$ cat src/rtl/sdr_pkg.sv
// Shared constants and types for the sigma-delta result and status block.
package sdr_pkg;

   // Data widths of the result path and the CPU side.
   localparam int RES_W = 16;
   localparam int BYTE_W = 8;
   localparam int CHAN_W = 2;
   localparam int NSEL_W = 3;
   localparam int ADDR_W = 16;
   localparam int RESB_W = 5;

   // Byte addresses of the readable registers.
   localparam logic [ADDR_W-1:0] ADDR_STATUS = 16'hFF75;
   localparam logic [ADDR_W-1:0] ADDR_RES_LO = 16'hFF7E;
   localparam logic [ADDR_W-1:0] ADDR_RES_HI = 16'hFF7F;

   // Reset values.
   localparam logic [RES_W-1:0] RES_RST = 16'h0000;
   localparam logic [BYTE_W-1:0] HI_RST = 8'h00;
   localparam logic [BYTE_W-1:0] STAT_RST = 8'h00;
   localparam logic [RES_W-1:0] RDATA_RST = 16'h0000;

   // Field position of the converted-channel code in the status register.
   localparam int STAT_CHAN_LSB = 0;
   localparam int HI_LSB = 8;

   // Resolution in bits for sample count codes 7 down to 0.
   localparam logic [8*RESB_W-1:0] RES_BITS_TABLE = {
      5'h10, 5'h0F, 5'h0E, 5'h0D, 5'h0C, 5'h0B, 5'h0A, 5'h08
   };

   // Channel codes recorded after a conversion.
   typedef enum logic [CHAN_W-1:0] {
      SDR_CH0 = 2'h0,
      SDR_CH1 = 2'h1,
      SDR_CH2 = 2'h2
   } sdr_chan_t;

   // Result freshness tracking, Gray along empty, fresh, taken.
   typedef enum logic [1:0] {
      SDR_EMPTY = 2'h0,
      SDR_FRESH = 2'h1,
      SDR_TAKEN = 2'h3,
      SDR_LOST = 2'h2
   } sdr_fsm_t;

endpackage

$ cat src/rtl/sdr_align.sv
// Left-aligns a modulator result and zeroes the bits below the resolution.
`timescale 1ns/10ps
module sdr_align
   import sdr_pkg::*;
(
   // Raw value, right-aligned N-bit result.
   input wire logic [RES_W-1:0] raw_i,
   // Sample count code.
   input wire logic [NSEL_W-1:0] sel_i,
   // Left-aligned result.
   output logic [RES_W-1:0] aligned_o
);

   logic [RESB_W-1:0] res_bits;
   logic [RESB_W-1:0] shift;
   logic [RES_W-1:0] shifted;

   // Look up the resolution and the left shift that puts the MSB at bit 15.
   always_comb begin
      res_bits = RES_BITS_TABLE[sel_i*RESB_W +: RESB_W];
      shift = RESB_W'(RES_W) - res_bits;
      shifted = raw_i << shift;
   end

   // Per bit: keep it only inside the top res_bits positions.
   for (genvar i = 0; i < RES_W; i++) begin : g_mask
      assign aligned_o[i] = (RESB_W'(i) >= shift) ? shifted[i] : 1'b0;
   end

endmodule // sdr_align

$ cat src/rtl/sdr_rd_mux.sv
// Address decode and read data selection for the result and status registers.
`timescale 1ns/10ps
module sdr_rd_mux
   import sdr_pkg::*;
(
   // Access request.
   input wire logic [ADDR_W-1:0] addr_i,
   input wire logic word_i,
   // Register contents.
   input wire logic [RES_W-1:0] result_i,
   input wire logic [BYTE_W-1:0] high_i,
   input wire logic [BYTE_W-1:0] status_i,
   // Selected data and decode results.
   output logic [RES_W-1:0] data_o,
   output logic hit_o,
   output logic takes_result_o
);

   // Word reads only answer at the result word; byte reads at three addresses.
   always_comb begin
      data_o = RDATA_RST;
      hit_o = 1'b0;
      takes_result_o = 1'b0;
      if (word_i) begin
         if (addr_i == ADDR_RES_LO) begin
            data_o = result_i;
            hit_o = 1'b1;
            takes_result_o = 1'b1;
         end
      end else begin
         unique case (addr_i)
            ADDR_RES_LO: begin
               data_o = {HI_RST, result_i[BYTE_W-1:0]};
               hit_o = 1'b1;
            end
            ADDR_RES_HI: begin
               data_o = {HI_RST, high_i};
               hit_o = 1'b1;
               takes_result_o = 1'b1;
            end
            ADDR_STATUS: begin
               data_o = {HI_RST, status_i};
               hit_o = 1'b1;
            end
            default: begin
               data_o = RDATA_RST;
            end
         endcase
      end
   end

endmodule // sdr_rd_mux

$ cat src/rtl/sdr_result.sv
// Result, upper-byte and converted-channel registers of the sigma-delta converter.
// Operation
// - Each conversion end loads the new modulator result into the 16-bit result register.
// - The upper result byte answers at FF7FH and the lower byte at FF7EH.
// - A single 16-bit read returns the whole result register.
// - Reset clears the 16-bit result register to zero.
// - Below 16 bits the result is left-aligned and the unused low bits read zero.
// - Each completion raises the interrupt; a read colliding with the update is undefined.
// - A separate 8-bit register holds the upper eight bits of the result.
// - The upper-byte register is read-only by byte access and resets to zero.
// - A status register records the channel of the last completed conversion.
// - Status bits 1:0 encode channel 0, 1 or 2 as 00, 01 or 10.
// - The status register reads by byte, bits 7 to 2 read zero, and it resets to zero.
// - A three-bit code selects 256 to 65536 samples, that is 8 to 16 bits of resolution.
// - The input mode bit selects single-ended (0) or differential (1) channel meaning.
`timescale 1ns/10ps
module sdr_result
   import sdr_pkg::*;
(
   // Clock and reset.
   input wire logic SYS_CLK_I,
   input wire logic RST_N_I,
   // Modulator side, same clock domain.
   input wire logic CONV_DONE_I,
   input wire logic [RES_W-1:0] CONV_RAW_I,
   input wire logic [CHAN_W-1:0] CONV_CHAN_I,
   // Control settings held by the control registers.
   input wire logic [NSEL_W-1:0] SAMPLE_SEL_I,
   input wire logic INPUT_MODE_I,
   // CPU read port.
   input wire logic [ADDR_W-1:0] CPU_ADDR_I,
   input wire logic CPU_RD_I,
   input wire logic CPU_WORD_I,
   output logic [RES_W-1:0] CPU_RDATA_O,
   output logic CPU_RACK_O,
   output logic CPU_RHIT_O,
   // Completion and freshness.
   output logic CONV_INT_O,
   output logic RESULT_FRESH_O,
   output logic RESULT_LOST_O,
   output logic INPUT_MODE_O
);

   // Result and status registers.
   logic [RES_W-1:0] result_q;
   logic [RES_W-1:0] result_d;
   logic [BYTE_W-1:0] high_q;
   logic [BYTE_W-1:0] high_d;
   logic [BYTE_W-1:0] status_q;
   logic [BYTE_W-1:0] status_d;
   logic mode_q;
   logic mode_d;
   logic int_q;
   logic int_d;

   // Read port registers.
   logic [RES_W-1:0] rdata_q;
   logic [RES_W-1:0] rdata_d;
   logic rack_q;
   logic rack_d;
   logic rhit_q;
   logic rhit_d;

   // Freshness tracking, with the two flags registered from the next state.
   sdr_fsm_t state_q;
   sdr_fsm_t state_d;
   logic fresh_q;
   logic lost_q;

   // Combinational helpers.
   logic [RES_W-1:0] aligned;
   logic [RES_W-1:0] mux_data;
   logic mux_hit;
   logic mux_takes;
   logic result_read;
   sdr_chan_t chan_code;

   // Left-aligns the raw value to the selected resolution.
   sdr_align u_align (
      .raw_i(CONV_RAW_I),
      .sel_i(SAMPLE_SEL_I),
      .aligned_o(aligned)
   );

   // Decodes the CPU address and picks the register contents.
   sdr_rd_mux u_rd_mux (
      .addr_i(CPU_ADDR_I),
      .word_i(CPU_WORD_I),
      .result_i(result_q),
      .high_i(high_q),
      .status_i(status_q),
      .data_o(mux_data),
      .hit_o(mux_hit),
      .takes_result_o(mux_takes)
   );

   // The channel code is kept as given; the prohibited code 11 is never
   // produced by a legal setting, so no correction is attempted here.
   always_comb begin
      chan_code = sdr_chan_t'(CONV_CHAN_I);
   end

   // A read counts as consuming the result only if it is a word read at FF7EH or a byte read of the upper byte.
   always_comb begin
      result_read = CPU_RD_I && mux_takes;
   end

   // Next values of the result, upper byte, status and interrupt.
   always_comb begin
      result_d = result_q;
      high_d = high_q;
      status_d = status_q;
      mode_d = mode_q;
      int_d = 1'b0;
      if (CONV_DONE_I) begin
         result_d = aligned;
         high_d = aligned[HI_LSB +: BYTE_W];
         status_d = STAT_RST;
         status_d[STAT_CHAN_LSB +: CHAN_W] = chan_code;
         mode_d = INPUT_MODE_I;
         int_d = 1'b1;
      end
   end

   // Registers only; all four data registers move on the same edge.
   always_ff @(posedge SYS_CLK_I) begin
      if (!RST_N_I) begin
         result_q <= RES_RST;
         high_q <= HI_RST;
         status_q <= STAT_RST;
         mode_q <= 1'b0;
         int_q <= 1'b0;
      end else begin
         result_q <= result_d;
         high_q <= high_d;
         status_q <= status_d;
         mode_q <= mode_d;
         int_q <= int_d;
      end
   end

   // Read answers one cycle after the request. A read in the same cycle as a
   // completion returns the old contents: deterministic, which the undefined
   // case allows, and it keeps word reads from mixing two results.
   always_comb begin
      rdata_d = rdata_q;
      rack_d = 1'b0;
      rhit_d = 1'b0;
      if (CPU_RD_I) begin
         rdata_d = mux_data;
         rack_d = 1'b1;
         rhit_d = mux_hit;
      end
   end

   // Read port registers.
   always_ff @(posedge SYS_CLK_I) begin
      if (!RST_N_I) begin
         rdata_q <= RDATA_RST;
         rack_q <= 1'b0;
         rhit_q <= 1'b0;
      end else begin
         rdata_q <= rdata_d;
         rack_q <= rack_d;
         rhit_q <= rhit_d;
      end
   end

   // Freshness follows the read window that software is expected to keep.
   // A completion while a result is still unread marks it lost; a completion
   // in the same cycle as a read wins over the read.
   always_comb begin
      state_d = state_q;
      unique case (state_q)
         SDR_EMPTY: begin
            if (CONV_DONE_I) begin
               state_d = SDR_FRESH;
            end
         end
         SDR_FRESH: begin
            if (CONV_DONE_I && !result_read) begin
               state_d = SDR_LOST;
            end else if (!CONV_DONE_I && result_read) begin
               state_d = SDR_TAKEN;
            end
         end
         SDR_TAKEN: begin
            if (CONV_DONE_I) begin
               state_d = SDR_FRESH;
            end
         end
         SDR_LOST: begin
            if (result_read && !CONV_DONE_I) begin
               state_d = SDR_TAKEN;
            end
         end
      endcase
   end

   // Freshness state register.
   always_ff @(posedge SYS_CLK_I) begin
      if (!RST_N_I) begin
         state_q <= SDR_EMPTY;
         fresh_q <= 1'b0;
         lost_q <= 1'b0;
      end else begin
         state_q <= state_d;
         fresh_q <= (state_d == SDR_FRESH);
         lost_q <= (state_d == SDR_LOST);
      end
   end

   // Outputs straight from flip-flops, the flags included, so no decode glitch escapes.
   assign CPU_RDATA_O = rdata_q;
   assign CPU_RACK_O = rack_q;
   assign CPU_RHIT_O = rhit_q;
   assign CONV_INT_O = int_q;
   assign RESULT_FRESH_O = fresh_q;
   assign RESULT_LOST_O = lost_q;
   assign INPUT_MODE_O = mode_q;

endmodule // sdr_result

$ cat config.mk
export PLATFORM = sky130hd
export DESIGN_NAME = sdr_result
export DESIGN_NICKNAME = d
export VERILOG_FILES = /design/src/rtl/sdr_pkg.sv /design/src/rtl/sdr_align.sv /design/src/rtl/sdr_rd_mux.sv /design/src/rtl/sdr_result.sv
export SDC_FILE = /design/constraint.sdc
export NUM_CORES = 1
export LEC_CHECK = 0
export ABC_AREA = 1
export BUFFER_PORTS_ARGS = -buffer_cell sky130_fd_sc_hd__buf_2
export CORE_AREA = 2 2 73 75
export CTS_CLUSTER_DIAMETER = 100
export DETAILED_ROUTE_END_ITERATION = 7
export DIE_AREA = 0 0 75 77
export PLACE_DENSITY = 0.89
export SKIP_CTS_REPAIR_TIMING = 1
export SLEW_MARGIN = 10
export SYNTH_ARGS = -nofsm -noshare
export SYNTH_HDL_FRONTEND = slang
export SYNTH_SLANG_ARGS = --single-unit
$ cat constraint.sdc
create_clock -name SYS_CLK_I -period 6.6 [get_ports SYS_CLK_I]
set_clock_uncertainty 0.05 [all_clocks]
set_input_delay 1.32 -clock SYS_CLK_I [delete_from_list [all_inputs] [get_ports SYS_CLK_I]]
set_output_delay 1.32 -clock SYS_CLK_I [all_outputs]
set_load 0.01 [all_outputs]
==> results of run 1 <==
-- area by class of cell --
cell class / instances / area, sq um
multi-input combinational: 295 / 1466
fill: 499 / 2002
clock inverter: 2 / 12.51
timing repair buffer: 64 / 320.3
tap: 70 / 87.58
sequential: 42 / 840.8
clock buffer: 6 / 82.58
inverter: 44 / 165.2
-- registers in the layout, summed over array words and instances (netlist names) --
signal and count:
RESULT_FRESH_O 1, CONV_INT_O 1, result_q 16, CPU_RACK_O 1
INPUT_MODE_O 1, CPU_RDATA_O 16, RESULT_LOST_O 1, state_q 2
status_q 2, CPU_RHIT_O 1
-- routing by layer --
metal  track usage  part of all wire  vias to the layer above
met5             0                 0                        -
met4       0.09107             0.025                        0
met3       0.03679             0.053                       16
met2        0.3614              0.46                       92
met1        0.2777              0.46                     1161
li1              -                 -                     1417
-- synth_stat cells (all sizes together) --
cell type  instances
nor4               1
nand3             45
nand4              7
or2                3
a22oi              2
dfxtp             42
nand3b             1
a21oi             29
a31o               5
clkbuf            11
inv               44
nor2              29
o211ai            11
buf                8
xor2               1
o21ai             37
nand2            116
ha                 7
mux2i              1
-- worst reg2reg max path, delay by kind of cell, from the launching register on --
kind | cells | cell delay [ns]
simple gates | 3 | 0.46
flops | 1 | 0.35
compound gates | 1 | 0.23
fa+ha+maj | 1 | 0.22
buf+inv | 2 | 0.10
-- where the power goes --
| part | total [mW] | internal, mW | switching (mW) |
|---|---|---|---|
| clock network | 0.170 | 0.0840 | 0.0863 |
| registers | 0.291 | 0.277 | 0.0140 |
| logic | 0.208 | 0.0773 | 0.131 |
| total | 0.669 | 0.439 | 0.231 |
-- worst min-delay path by stage --
stage            startpoint         endpoint  slack [ns]  cells after the start
6_report       result_q[14]  CPU_RDATA_O[14]        0.42                      2
5_1_grt        result_q[14]  CPU_RDATA_O[14]        0.43                      2
4_1_cts        result_q[14]  CPU_RDATA_O[14]        0.42                      2
3_5_place_dp   result_q[14]  CPU_RDATA_O[14]        0.41                      2
3_3_place_gp    result_q[6]      result_q[6]        0.40                      2
2_1_floorplan  result_q[14]  CPU_RDATA_O[14]        0.39                      2
-- kinds of logic after synthesis --
group                    count (synthesis)
multiplexers                             1
AO/OA/AOI/OAI                           84
flip-flops                              42
buffers and inverters                   63
XOR/XNOR                                 1
AND/OR/NAND/NOR                        202
adder cells (fa/ha/maj)                  7
-- through the flow --
step	setup slack, ns	std cells	power (mW)
3_5_place_dp	2.476	515	0.5025
4_1_cts	2.795	523	0.6705
2_1_floorplan	3.300	400	0.4494
5_1_grt	2.414	523	0.7187
3_3_place_gp	2.550	515	0.4965
6_report	2.764	523	0.6694
==> impl_results.md, run 1 <==
* Critical Path Fanout Max at 30
* PortBufs at 64
* Crit. path cell count at 13
* Type of the worst setup path: primary input to flop
* Final #Nets at 502
* Worst-Margin Slew at 0.8424 ns
* Xor/xnor share of the synthesized area at 0.01072
* Share of cells above drive strength 1 at 0.1921
* Vias per inst at 5.136
* Syn Nets at 450
* CP Cell Sequence: buf_2, inv_1, ha_1, nand2_1, nand2_1, ha_1, inv_1, nor2_2, nand2_1, nand3_2, nor2_1, nor2_1, nor2_1
* Max frequency at 0.2607 GHz
* Worst-path clk slew at 0.08 ns
* RSZ-0062 raised after global routing: false
* Arrival time worst endpoint at 3.96 ns
* Routed wire length at 6108 um
* R2R Setup Slk at 5.13 ns
* Status: complete, no violations
* Total number of vias at 2686
* CTS Sinks at 42
* Power per Cell Area at 225.0 nW/um^2
* Drt wl/cell at 11.68 um
* Yosys reg bits at 42
* RR Startpoint: state_q[1]
* Core ar. at 4977 sq um
* DR pass1 iterations at 5
* Mux contribution to synthesized area at 0.003899
* Min cycle time layout at 3.836 ns
* Clock tree buffer depth at 2
* Layout Utilization at 0.5978
* Placed cell areas at 2880 sq um
* Worst path required time at 6.73 ns
* Final Cell Area at 2975 sq um
* Die height at 77 um
* Register area share after synthesis at 0.3275
* Fin Setup TNS at 0 ns
* Compound-cell area share of the yosys netlist at 0.1881
* Yosys top cell area share at 0.3275
* Worst vdd ir at 0.00009781 V
* ANT cells at 0
* Number of global-route vias before repair at 2315
* ANT nets after route at 0
* Yosys warns at 0
* Slew headroom at 0.4370
* Static Leakage at 1.498 nW
* Die area at 5775 sq um
* Crit start category: primary input
* Synth Area in Adders at 0.03411
* Top delay family on crit path: simple AND/OR/NAND/NOR gates
* Critical Path Sink Type: flop
* Post-detail-place hpwl at 4772 um
* Area leader, netlist: dfxtp_1
* Std-Cell Rows at 26
* Gpl congestion at 0.9251
* Slowest CP cell: ha_1
* First-pass GRT wire length at 10100 um
* Area growth, synth to finish at 15.89%
* Io pins at 65
* Die extent in x at 75 um
* Grt ovf at 0
* Synth Instances at 400
* FF-to-FF End: RESULT_FRESH_O
* Max-cap viol count at 0
* Clock Latency Late Sink at 0.30 ns
* Largest net degree at the start of global routing at 32
* Worst Setup SP: SAMPLE_SEL_I[0]
* Clock root buffer master: clkbuf_8
* DRC viols at 0
* GRT Total Usage at 0.2198
* Final setup violation count at 0
* Crit share post-route at 0.5813
* Yosys cell types at 30
* Max Slew Vio Count at 0
* Initial antenna violation count at 0
* Worst hold path class: flop to flop
* Worst path bufs/invs at 3
* Largest family of logic cells by synthesized area: simple AND/OR/NAND/NOR gates
* CTS Buf Count at 5
* Most common cell after layout, fill and taps aside: nand2_1
* CTS tree: done
* Crit path to: result_q[12]
* Mean post-synth cell area at 6.419 sq um
* Hold slack at 0.4170 ns
* Initial Utilization at 0.5158
* Simple-Gate Fraction of Synth Area at 0.3343
* Worst path max stage delay at 0.74 ns
* Initial DRC count at 136
* Largest cells by area after synthesis: dfxtp_1 (33%), nand2_1 (17%), nand3_1 (8.6%)
* Fin. Hold Viols at 0
* Commonest non-fill, non-tap cells in the layout: nand2_1 (115), buf_2 (64), nand3_1 (44)
* R2R depth at 7
* CTS H-tree depth at 2
* Cell area after synthesis at 2567 sq um
Note: power is estimated with default switching activity, not from simulation.
==> run 2: changes to the inputs <==
==> constraint.sdc (replaced) <==
create_clock -name SYS_CLK_I -period 3.95 [get_ports SYS_CLK_I]
set_clock_uncertainty 0.05 [all_clocks]
set_input_delay 0.79 -clock SYS_CLK_I [delete_from_list [all_inputs] [get_ports SYS_CLK_I]]
set_output_delay 0.79 -clock SYS_CLK_I [all_outputs]
set_load 0.01 [all_outputs]
==> run 2 against run 1 <==
Effect of this change: non-clock buffer count rose by 2; sequential share of layout area barely moved; largest cell class unchanged; first-iteration DRC count rose by 11%; sequential power rose by 67%; setup slack got worse by 1.7 ns.
==> impl_results.md, run 2 (synthesis results as in run 1) <==
* Slew headroom at 0.5906 (+0.1536)
* Worst hold path class: flop to flop
* DRC viols at 0 (unchanged)
* Area growth, synth to finish at 15.84% (about the same)
* Power per Cell Area at 367.2 nW/um^2 (+63%)
* GR Layer Usage met3 at 0.04205 (+0.005256)
* Initial Utilization at 0.5158 (unchanged)
* Met1 GRT Util at 0.2688 (-0.008968)
* Min-Delay Path Depth at 2 (unchanged)
* Min cycle time layout at 2.927 ns
* Post-detail-place hpwl at 4659 um (-2.4%)
* Most common cell after layout, fill and taps aside: nand2_1
* CTS H-tree depth at 2 (unchanged)
* ANT nets after route at 0 (unchanged)
* Max-cap viol count at 0 (unchanged)
* Clock tree buffer depth at 2 (unchanged)
* Max frequency at 0.3417 GHz
* Io pins at 65 (unchanged)
* Overall power at 1.092 mW (+63%)
* R2R depth at 7 (unchanged)
* Share of cells above drive strength 1 at 0.1938 (+0.001780)
* Top delay family on crit path: simple AND/OR/NAND/NOR gates
* Max Slew Vio Count at 0 (unchanged)
* Final setup violation count at 0 (unchanged)
* FF-to-FF End: RESULT_FRESH_O
* R2R Setup Slk at 2.46 ns (-2.67 ns)
* Die extent in x at 75 um (unchanged)
* Largest net degree at the start of global routing at 32 (unchanged)
* Clock root buffer master: clkbuf_8
* Worst-Margin Slew at 0.6134 ns (-0.2290 ns)
* Placed cell areas at 2895 sq um (+0.52%)
* RR Startpoint: state_q[1]
* Final Cell Area at 2974 sq um (about the same)
* Status: complete, no violations
* Routed wire length at 6024 um (-1.4%)
* RSZ-0062 raised after global routing: false
* CTS tree: done
* GRT Total Usage at 0.2166 (-0.003127)
* Gpl congestion at 0.9297 (+0.50%)
* Critical Path Sink Type: flop
* ANT cells at 0 (unchanged)
* Crit share post-route at 0.7409
* Final #Nets at 504 (+0.40%)
* Fin Setup TNS at 0 ns (unchanged)
* Met2 Use GR at 0.3711 (+0.009649)
* Static Leakage at 1.504 nW (+0.42%)
* PortBufs at 64 (unchanged)
* Die area at 5775 sq um (unchanged)
* CTS Sinks at 42 (unchanged)
* Worst path required time at 4.13 ns (-2.60 ns)
* Drt wl/cell at 11.50 um (-1.6%)
* DR pass1 iterations at 4 (-1)
* CTS Buf Count at 5 (unchanged)
* Min-delay src: result_q[4]
* Worst path bufs/invs at 3 (unchanged)
* Number of global-route vias before repair at 2388 (+3.2%)
* GR peak layer: met2
* Slowest CP cell: a21oi_2
* First-pass GRT wire length at 10190 um (+0.89%)
* CP Cell Sequence: buf_2, inv_1, ha_1, o21ai_1, buf_4, ha_1, nand3_1, nand3_1, o21ai_1, or2_1, a21oi_2, nand2_1, nor2_1, a21oi_1, nor2_1
* Layout Utilization at 0.5975 (about the same)
* Worst Hold End: result_q[4]
* Grt ovf at 0 (unchanged)
* Die height at 77 um (unchanged)
* Worst vdd ir at 0.0001492 V (+53%)
* Worst path max stage delay at 0.40 ns (-0.34 ns)
* Core ar. at 4977 sq um (unchanged)
* Commonest non-fill, non-tap cells in the layout: nand2_1 (115), buf_2 (64), nand3_1 (44)
* Arrival time worst endpoint at 3.11 ns (-0.85 ns)
* Initial DRC count at 151 (+11%)
* Critical Path Fanout Max at 12 (-60%)
* Worst-path clk slew at 0.07 ns (about the same)
* Vias per inst at 5.181 (+0.89%)
* Std-Cell Rows at 26 (unchanged)
* Initial antenna violation count at 0 (unchanged)
* Crit start category: primary input
* Total number of vias at 2715 (+1.1%)
* Clock Latency Late Sink at 0.29 ns (about the same)
* Fin. Hold Viols at 0 (unchanged)
* Type of the worst setup path: primary input to flop
-- run 2: cell count changes in the layout (fill, tap and decap cells not counted), sizes merged --
cell / previous run / this run
clkinvlp: 1 / 0
clkbuf: 6 / 5
clkinv: 1 / 2
buf: 64 / 66
-- run 2: per-stage QoR --
stage | hold WS (ns) | std cells | setup WS (ns)
after floorplan | 0.3891 | 400 | 1.180
after global placement | 0.4093 | 517 | 0.9303
after detailed placement | 0.4068 | 517 | 0.7184
after CTS | 0.4185 | 524 | 1.022
after global routing | 0.4369 | 524 | 0.7223
final | 0.4177 | 524 | 1.023
-- run 2: how the worst max path moves through the flow --
| stage | from | endpoint | cells after the start |
|---|---|---|---|
| after global placement | SAMPLE_SEL_I[0] | result_q[1] | 15 |
| after floorplan | SAMPLE_SEL_I[0] | result_q[8] | 15 |
| after detailed placement | SAMPLE_SEL_I[0] | result_q[1] | 15 |
| final | SAMPLE_SEL_I[0] | result_q[1] | 15 |
| after CTS | SAMPLE_SEL_I[0] | result_q[1] | 15 |
| after global routing | SAMPLE_SEL_I[0] | result_q[10] | 15 |
-- run 2: where the power goes --
part / internal [mW] / leakage (nW) / switching [mW]
logic: 0.131 / 1.12 / 0.221
registers: 0.464 / 0.345 / 0.0229
clock network: 0.118 / 0.0438 / 0.134
-- run 2: layout make-up --
| class | instances | area, sq um |
|---|---|---|
| clock buffer | 5 | 68.82 |
| clock inverter | 2 | 10.01 |
| fill | 494 | 2003 |
| inverter | 44 | 165.2 |
| timing repair buffer | 66 | 335.3 |
| tap | 70 | 87.58 |
| multi-input combinational | 295 | 1466 |
| sequential | 42 | 840.8 |
-- run 2: worst register-to-register path, cell delays in order (launching register included) --
cell and delay, ns:
dfxtp_1 0.36, inv_1 0.07, ha_1 0.22, or2_2 0.30, a31o_2 0.22, nand2_1 0.06, inv_1 0.04, nor2_1 0.10
-- run 2: per-layer routing --
layer | wire (um) | part of all wire
met5 | 0 | 0
met4 | 82 | 0.014
met3 | 287 | 0.048
met2 | 2882 | 0.48
met1 | 2771 | 0.46
